## config.mk

```make
export PLATFORM = sky130hd
export DESIGN_NAME = rtcs_status
export DESIGN_NICKNAME = d
export VERILOG_FILES = /design/src/rtcs_pkg.sv /design/src/rtcs_event_flags.sv /design/src/rtcs_shadow_sync.sv /design/src/rtcs_status.sv
export SDC_FILE = /design/constraint.sdc
export NUM_CORES = 1
export LEC_CHECK = 0
export BUFFER_PORTS_ARGS = -buffer_cell sky130_fd_sc_hd__buf_2
export CAP_MARGIN = 10
export CELL_PAD_IN_SITES_DETAIL_PLACEMENT = 1
export CELL_PAD_IN_SITES_GLOBAL_PLACEMENT = 1
export CORE_MARGIN = 1
export CORE_UTILIZATION = 27
export DETAILED_ROUTE_END_ITERATION = 8
export PLACE_DENSITY = 0.77
export SETUP_SLACK_MARGIN = 0.2
export SYNTH_ARGS = -nofsm -noshare
export SYNTH_HDL_FRONTEND = slang
export SYNTH_SLANG_ARGS = --single-unit
```

## constraint.sdc

```tcl
create_clock -name CLK -period 1.3 [get_ports CLK]
set_input_delay 0.065 -clock CLK [delete_from_list [all_inputs] [get_ports CLK]]
set_output_delay 0.065 -clock CLK [all_outputs]
set_load 0.02 [all_outputs]
```

## src/rtcs_pkg.sv

```systemverilog
// Package for the real-time clock status and flag logic.
// Assumes a word-wide register port and one system clock.
package rtcs_pkg;

    // Register map.
    localparam logic [7:0]  STAT_OFFSET    = 8'h0c;
    localparam logic [31:0] STAT_RESET     = 32'h0000_0007;

    // Bit positions of the status register.
    localparam int          POS_CAL_PEND   = 16;
    localparam int          POS_TAMPER1    = 14;
    localparam int          POS_TAMPER0    = 13;
    localparam int          POS_STAMP_OVR  = 12;
    localparam int          POS_STAMP      = 11;
    localparam int          POS_ALARM0     = 8;
    localparam int          POS_INIT_REQ   = 7;
    localparam int          POS_INIT_STATE = 6;
    localparam int          POS_SYNCED     = 5;
    localparam int          POS_YEAR_MARK  = 4;
    localparam int          POS_SHIFT      = 3;
    localparam int          POS_ALARM_WR   = 0;

    // Bits that stay writable while write protection is active.
    localparam logic [31:0] UNPROT_MASK    = 32'h0000_7f00;

    // Shadow copy period, counted in rtc clock ticks.
    localparam int          SYNC_TICKS     = 2;

    // Number of clear-by-zero event flags kept in the flag bank.
    localparam int          NUM_EVENTS     = 5;

endpackage : rtcs_pkg

```

## src/rtcs_event_flags.sv

```systemverilog
// Bank of sticky event flags that software clears by writing zero.
// Assumes set and clear are one-cycle pulses on the system clock.
`timescale 1ns/1ps
`default_nettype none
module rtcs_event_flags #(
    parameter int N = 5
) (
    // Clock and reset.
    input  wire logic         clk,
    input  wire logic         rst_n,
    // Hardware events and software clears.
    input  wire logic [N-1:0] set,
    input  wire logic [N-1:0] clr,
    // Flag state.
    output logic      [N-1:0] flag
);

    logic [N-1:0] next_flag;

    // A set in the same cycle as a clear wins, so no event is lost.
    generate
        for (genvar i = 0; i < N; i++) begin : g_flag
            always_comb begin
                next_flag[i] = set[i] | (flag[i] & ~clr[i]);
            end
        end
    endgenerate

    always_ff @(posedge clk or negedge rst_n) begin
        if (!rst_n) begin
            flag <= '0;
        end else begin
            flag <= next_flag;
        end
    end

endmodule : rtcs_event_flags
`default_nettype wire

```

## src/rtcs_shadow_sync.sv

```systemverilog
// Divider that issues a shadow copy pulse every few rtc clock ticks.
// Assumes tick is a one-cycle pulse per rtc clock period.
`timescale 1ns/1ps
`default_nettype none
module rtcs_shadow_sync
    import rtcs_pkg::*;
#(
    parameter int TICKS = SYNC_TICKS
) (
    // Clock and reset.
    input  wire logic clk,
    input  wire logic rst_n,
    // Tick and hold-off.
    input  wire logic tick,
    input  wire logic block,
    // Copy pulse.
    output logic      load
);

    localparam int CW = $clog2(TICKS + 1);

    logic [CW-1:0] cnt;
    logic [CW-1:0] next_cnt;
    logic          next_load;

    // While blocked the divider restarts, so the first copy after a
    // hold-off comes a full period later.
    always_comb begin
        next_cnt  = cnt;
        next_load = 1'b0;
        if (block) begin
            next_cnt = '0;
        end else if (tick) begin
            if (cnt == CW'(TICKS - 1)) begin
                next_cnt  = '0;
                next_load = 1'b1;
            end else begin
                next_cnt = cnt + CW'(1);
            end
        end
    end

    always_ff @(posedge clk or negedge rst_n) begin
        if (!rst_n) begin
            cnt  <= '0;
            load <= 1'b0;
        end else begin
            cnt  <= next_cnt;
            load <= next_load;
        end
    end

endmodule : rtcs_shadow_sync
`default_nettype wire

```

## src/rtcs_status.sv

```systemverilog
// Status and flag register of the real-time clock unit.
// Assumes event inputs are one-cycle pulses and levels are synchronous
// to CLK; the protection level comes from the unlock logic elsewhere.
`timescale 1ns/1ps
`default_nettype none

// Overview of operation
// - System reset clears init request, state, synced.
// - Backup reset loads status value 0x7.
// - Protection blocks writes except bits 14:8.
// - Calibration write sets pending; window end clears.
// - Tamper events set their detected flags.
// - Writing zero clears an event flag.
// - Stamp while stamp flag set sets overflow.
// - Stamp event sets the stamp flag.
// - Alarm-0 match sets the alarm flag.
// - Init request stops counter; zero resumes.
// - Init state follows entry; gates calendar writes.
// - Shadow copy every two rtc ticks sets synced.
// - Init, shift, bypass or zero write clear synced.
// - Nonzero year sets the year mark.
// - Shift pending flag mirrors pending shift.
// - Alarm writable after enable clears; gates programming.
// - Bypass makes calendar reads return live values.
module rtcs_status
    import rtcs_pkg::*;
#(
    parameter int AW = 8
) (
    // Clock and resets.
    input  wire logic          CLK,
    input  wire logic          RSTN,
    input  wire logic          SYS_RSTN,
    // Register port.
    input  wire logic [AW-1:0] ADDR,
    input  wire logic [31:0]   WDATA,
    input  wire logic          WR,
    input  wire logic          RD,
    output logic      [31:0]   RDATA,
    input  wire logic          WRITE_PROT,
    // Events from the rest of the unit.
    input  wire logic          RTC_TICK,
    input  wire logic          CAL_WRITE,
    input  wire logic          CAL_DONE,
    input  wire logic          TAMPER1_EVENT,
    input  wire logic          TAMPER0_EVENT,
    input  wire logic          STAMP_EVENT,
    input  wire logic          ALARM0_MATCH,
    // Levels from the rest of the unit.
    input  wire logic          SHADOW_BYPASS,
    input  wire logic          SHIFT_PENDING,
    input  wire logic          ALARM0_ENABLE,
    input  wire logic [7:0]    YEAR,
    // Controls to the rest of the unit.
    output logic               COUNTER_STOP,
    output logic               CALENDAR_WRITE_EN,
    output logic               ALARM_WRITE_EN,
    output logic               SHADOW_LOAD,
    output logic               CAL_READ_LIVE
);

    ////////////////////////////////////////////////////////////////////
    // Register access decode.

    function automatic logic hits_stat(input logic [AW-1:0] a);
        hits_stat = (a == AW'(STAT_OFFSET));
    endfunction : hits_stat

    logic        wr_stat;
    logic [31:0] wr_mask;
    logic [31:0] wr_val;
    logic        init_rst_n;

    // Both resets clear the init and sync bits; others see backup only.
    assign init_rst_n = RSTN & SYS_RSTN;
    assign wr_stat    = WR && hits_stat(ADDR);
    assign wr_mask    = WRITE_PROT ? UNPROT_MASK : 32'hffff_ffff;
    assign wr_val     = WDATA | ~wr_mask;

    ////////////////////////////////////////////////////////////////////
    // Event flags: tamper1, tamper0, stamp overflow, stamp, alarm0.

    logic [NUM_EVENTS-1:0] ev_set;
    logic [NUM_EVENTS-1:0] ev_clr;
    logic [NUM_EVENTS-1:0] ev_flag;
    logic                  stamp_flag;

    assign stamp_flag = ev_flag[1];

    always_comb begin
        ev_set = {TAMPER1_EVENT, TAMPER0_EVENT,
                  STAMP_EVENT & stamp_flag,
                  STAMP_EVENT,
                  ALARM0_MATCH};
        ev_clr = '0;
        if (wr_stat) begin
            // Only a zero clears; a one keeps the flag.
            ev_clr = ~{wr_val[POS_TAMPER1], wr_val[POS_TAMPER0],
                       wr_val[POS_STAMP_OVR], wr_val[POS_STAMP],
                       wr_val[POS_ALARM0]};
        end
    end

    rtcs_event_flags #(
        .N     (NUM_EVENTS)
    ) u_flags (
        .clk   (CLK),
        .rst_n (RSTN),
        .set   (ev_set),
        .clr   (ev_clr),
        .flag  (ev_flag)
    );

    ////////////////////////////////////////////////////////////////////
    // Shadow copy divider.

    logic sync_block;

    assign sync_block = COUNTER_STOP | SHIFT_PENDING | SHADOW_BYPASS;

    rtcs_shadow_sync #(
        .TICKS (SYNC_TICKS)
    ) u_sync (
        .clk   (CLK),
        .rst_n (RSTN),
        .tick  (RTC_TICK),
        .block (sync_block),
        .load  (SHADOW_LOAD)
    );

    ////////////////////////////////////////////////////////////////////
    // Init request, init state and sync flag.

    logic next_init_req;
    logic next_init_state;
    logic synced;
    logic next_synced;

    always_comb begin
        next_init_req   = COUNTER_STOP;
        if (wr_stat && wr_mask[POS_INIT_REQ]) begin
            next_init_req = WDATA[POS_INIT_REQ];
        end
        // Entry is acknowledged one cycle after the counter stops.
        next_init_state = COUNTER_STOP & next_init_req;
        next_synced     = synced;
        if (COUNTER_STOP || SHIFT_PENDING || SHADOW_BYPASS) begin
            next_synced = 1'b0;
        end else if (SHADOW_LOAD) begin
            next_synced = 1'b1;
        end else if (wr_stat && !wr_val[POS_SYNCED]) begin
            next_synced = 1'b0;
        end
    end

    always_ff @(posedge CLK or negedge init_rst_n) begin
        if (!init_rst_n) begin
            COUNTER_STOP      <= STAT_RESET[POS_INIT_REQ];
            CALENDAR_WRITE_EN <= STAT_RESET[POS_INIT_STATE];
            synced            <= STAT_RESET[POS_SYNCED];
        end else begin
            COUNTER_STOP      <= next_init_req;
            CALENDAR_WRITE_EN <= next_init_state;
            synced            <= next_synced;
        end
    end

    ////////////////////////////////////////////////////////////////////
    // Calibration pending and mirrored state.

    logic cal_pend;
    logic next_cal_pend;
    logic year_mark;
    logic next_year_mark;
    logic shift_flag;
    logic next_shift_flag;
    logic next_alarm_wr;
    logic next_live;

    always_comb begin
        next_cal_pend = cal_pend;
        if (CAL_WRITE) begin
            next_cal_pend = 1'b1;
        end else if (CAL_DONE) begin
            next_cal_pend = 1'b0;
        end
        next_year_mark  = (YEAR != 8'h00);
        next_shift_flag = SHIFT_PENDING;
        next_alarm_wr   = ~ALARM0_ENABLE;
        next_live       = SHADOW_BYPASS;
    end

    always_ff @(posedge CLK or negedge RSTN) begin
        if (!RSTN) begin
            cal_pend       <= STAT_RESET[POS_CAL_PEND];
            year_mark      <= STAT_RESET[POS_YEAR_MARK];
            shift_flag     <= STAT_RESET[POS_SHIFT];
            ALARM_WRITE_EN <= STAT_RESET[POS_ALARM_WR];
            CAL_READ_LIVE  <= 1'b0;
        end else begin
            cal_pend       <= next_cal_pend;
            year_mark      <= next_year_mark;
            shift_flag     <= next_shift_flag;
            ALARM_WRITE_EN <= next_alarm_wr;
            CAL_READ_LIVE  <= next_live;
        end
    end

    ////////////////////////////////////////////////////////////////////
    // Read data, valid only in the cycle after the read strobe.

    logic [31:0] status;
    logic [31:0] next_rdata;

    always_comb begin
        status                 = '0;
        status[2:1]            = STAT_RESET[2:1];
        status[POS_CAL_PEND]   = cal_pend;
        status[POS_TAMPER1]    = ev_flag[4];
        status[POS_TAMPER0]    = ev_flag[3];
        status[POS_STAMP_OVR]  = ev_flag[2];
        status[POS_STAMP]      = ev_flag[1];
        status[POS_ALARM0]     = ev_flag[0];
        status[POS_INIT_REQ]   = COUNTER_STOP;
        status[POS_INIT_STATE] = CALENDAR_WRITE_EN;
        status[POS_SYNCED]     = synced;
        status[POS_YEAR_MARK]  = year_mark;
        status[POS_SHIFT]      = shift_flag;
        status[POS_ALARM_WR]   = ALARM_WRITE_EN;
        next_rdata             = '0;
        if (RD && hits_stat(ADDR)) begin
            next_rdata = status;
        end
    end

    always_ff @(posedge CLK or negedge RSTN) begin
        if (!RSTN) begin
            RDATA <= '0;
        end else begin
            RDATA <= next_rdata;
        end
    end
endmodule : rtcs_status
`default_nettype wire

```

==> key figures <==
Outcome
  • Result of the run: complete, no violations

Layout
  • Layout cells sized above 1: 41.48%
  • Inserted Diodes: 0
  • Fill count: approximately 480
  • Most used cells in the layout excluding fill and tap cells: buf_2, dfrtp_1, conb_1, dlygate4sd3_1, and2_1
  • Multi-input gate area: slightly below 400 µm²
  • Most common cell after layout, fill and taps aside: buf_2
  • FF+latch area: between 700 and 800 µm²
  • Area added between synthesis and finish: 43.72%
  • Post-layout nets: 239

Placement
  • Final GP Congestion: approximately 0.69
  • Placement Setup Slack: about 0.036 ns
  • Input/output buffers: 57
  • Placed wire-length estimate after detailed placement: between 2 and 2.5 mm

CTS
  • H-tree depth: 2
  • Root Buffer Master: clkbuf_8
  • CTS sink count: 29
  • Clock-pin transition on the worst setup and hold timing paths: 0.06 ns
  • CTS tree: yes
  • Worst skew pair latency: approximately 0.27 ns
  • Clock buffers created by TritonCTS: 5
  • Clock Path Buffers: 2

Floorplan
  • Vertical extent of the die: 68.80 µm
  • Site Rows: 23
  • Die area: roughly 0.0047 mm²
  • Area of the placeable core: 0.004144 mm²
  • IO Pins: a little over 100
  • Die width: 68.80 µm
  • Starting utilization of the core area: slightly below 30%

Synthesis
  • Number of enable flip-flop cells after synthesis: 0
  • Post-synthesis async set-or-reset flop share: between 90% and 100%
  • Post-Synth XOR/XNOR Area: less than 1%
  • Number of distinct standard cells referenced by the synthesized netlist: 23
  • Mean Syn Cell Area: ~13 µm²
  • Leading post-synthesis cells by cell area: dfrtp_1, buf_4, and2_1
  • Cell type with the highest aggregate area in the netlist: dfrtp_1
  • Number of flip-flops and latches in the synthesized netlist: 29
  • Summed instance area of the synthesized netlist: 0.001205 mm²
  • Sequential fraction of the synthesis area: between 60 and 70%
  • Adder-cell area share of the yosys netlist: 0%
  • Largest family of logic cells by synthesized area: simple AND/OR/NAND/NOR gates
  • Fraction of post-synthesis cell area in the top cell type by area: around three fifths
  • Most used flip-flop cell after synthesis: dfrtp_1
  • Share of synthesized cell area in and, or, nand and nor gates: a little under a fifth
  • Mux cell area share after synthesis: less than 1%
  • Compound-Gate Fraction of Synth Area: a little over 5%
  • Post-synthesis instance total: 95
  • Yosys warning count: 0

Setup path
  • Internal reg-to-reg setup slack: roughly 0.21 ns
  • Worst Path Required: about 1.5 ns
  • CP max FO: 5
  • Kind of end point of the critical path: register
  • Critical Path AT: ~1.3 ns
  • Type of element launching the critical path: register
  • Setup CP Type: reg -> reg

Global route
  • Global-route wire length before repair: around 3.8 mm
  • Leftover overflow at the end of global routing: 0
  • GRT Overall Usage: 11.54%
  • Number of global-route vias before repair: just under 900
  • Initial antenna violation count: 0
  • Largest net degree at the start of global routing: 14

STA
  • Number of pins with negative max-slew slack in the final report: 0
  • Endpoints failing setup: 0
  • Min Tclk post-route: ~1.1 ns
  • Final worst path period share: between 80% and 90%
  • Final worst clock skew: 0.002788 ns
  • Maximum clock frequency: approximately 0.92 GHz
  • Least setup slack across all paths after layout: around 0.21 ns
  • Setup TNS after final layout: 0 ns
  • Setup repair after global routing missed its margin: true
  • Final hold violation count: 0
  • Post-Route Hold Slack: roughly 0.0044 ns

Pwr
  • Leak: 0.0009094 µW
  • Peak supply drop: between 0.3 and 0.4 mV
  • Total power divided by cell area: roughly 1000 mW/mm²

Drt
  • Total DRC errors in the routed layout: 0
  • Final routed wirelength across all metal layers: ~2.7 mm
  • Count of routing violations after the opening detailed-route iteration: 50
  • Number of detailed-route iterations in the first pass: 2
  • Wire length per cell: between 10 and 15 µm
  • Post-detailed-route count of antenna-violating nets: 0
  • Vias after detailed routing: between 900 and 1,000
  • Post-DR vias/cell: between 4 and 5

Hold path
  • Worst hold path class: in -> reg

Run
  • MaxCap Viol Count: 0
## Yosys cell counts (all sizes together), types with 2 or more instances
cell type,instances
nand2,3
and2,13
inv,2
dfrtp,28
buf,20
nor2,4
a21o,5
nor4,3
nand4b,6
## stage by stage
step	total power [µW]	cell area (µm²)	util [%]	std cells
2_1_floorplan	1056	1275	-	112
3_3_place_gp	1105	1491	35.99	202
5_1_grt	1891	1732	41.79	226
4_1_cts	1831	1722	41.55	225
6_report	1802	1732	41.79	226
3_5_place_dp	1110	1491	35.99	202
## final timing paths
check | startpoint | end | cells past startpoint
max in group asynchronous | RSTN | COUNTER_STOP$_DFF_PN0_ | 3
worst min register to register | u_sync.cnt[1]$_DFFE_PN0P_ | u_sync.load$_DFF_PN0_ | 1
worst max register to register | COUNTER_STOP$_DFF_PN0_ | synced$_DFFE_PN0P_ | 3
worst min-delay path | YEAR[3] | year_mark$_DFF_PN0_ | 3
min in group asynchronous | RSTN | RDATA[7]$_DFF_PN0_ | 2
worst max-delay path | COUNTER_STOP$_DFF_PN0_ | synced$_DFFE_PN0P_ | 3
## sequential cells by signal, indices dropped and copies added (netlist names)
signal             count
u_sync.cnt             2
year_mark              1
COUNTER_STOP           1
RDATA                 13
ALARM_WRITE_EN         1
u_sync.load            1
CALENDAR_WRITE_EN      1
u_flags.flag           5
cal_pend               1
shift_flag             1
CAL_READ_LIVE          1
synced                 1
## metal layers
metal	global-route usage, %	part of all wire, %	wire length [µm]	vias up
met5	0	0	0	-
met4	5.357	1.5	40	0
met3	4.605	11	288	5
met2	22.06	54	1460	45
met1	10.50	34	934	439
li1	-	-	-	437
## worst max-delay path: stages (launching register included)
cell and delay [ns]:
dfrtp_2 0.43, or3_4 0.37, nor2_2 0.11, o31a_1 0.12
## layout make-up
class / count / area share (%)
Inverter: 2 / 0.4335
Sequential cell: 29 / 42.05
Multi-Input combinational cell: 61 / 22.40
Tap cell: 50 / 3.613
Clock buffer: 8 / 4.624
Timing Repair Buffer: 76 / 26.88
## cells by family after synthesis
kind of cell,after synthesis
flops,29
compound gates,8
xor+xnor,1
mux,1
simple gates,33
buf+inv,22
other cells,1
## power breakdown
part	total [µW]	leakage, µW	switching, µW	internal, µW
Sequential	922	0.000360	5.68	916
Combinational	209	0.000510	114	94.9
Clock	672	0.0000395	293	379
Total	1800	0.000909	413	1390
## repair_timing
action                                  4_1_cts  5_1_grt
endpoints found under the hold margin        37        0
resized for setup                             0        1
setup buffers                                 0        1
endpoints found under the setup margin        0        1
hold buffers                                 15        0
(Power assumes the default switching activity.)
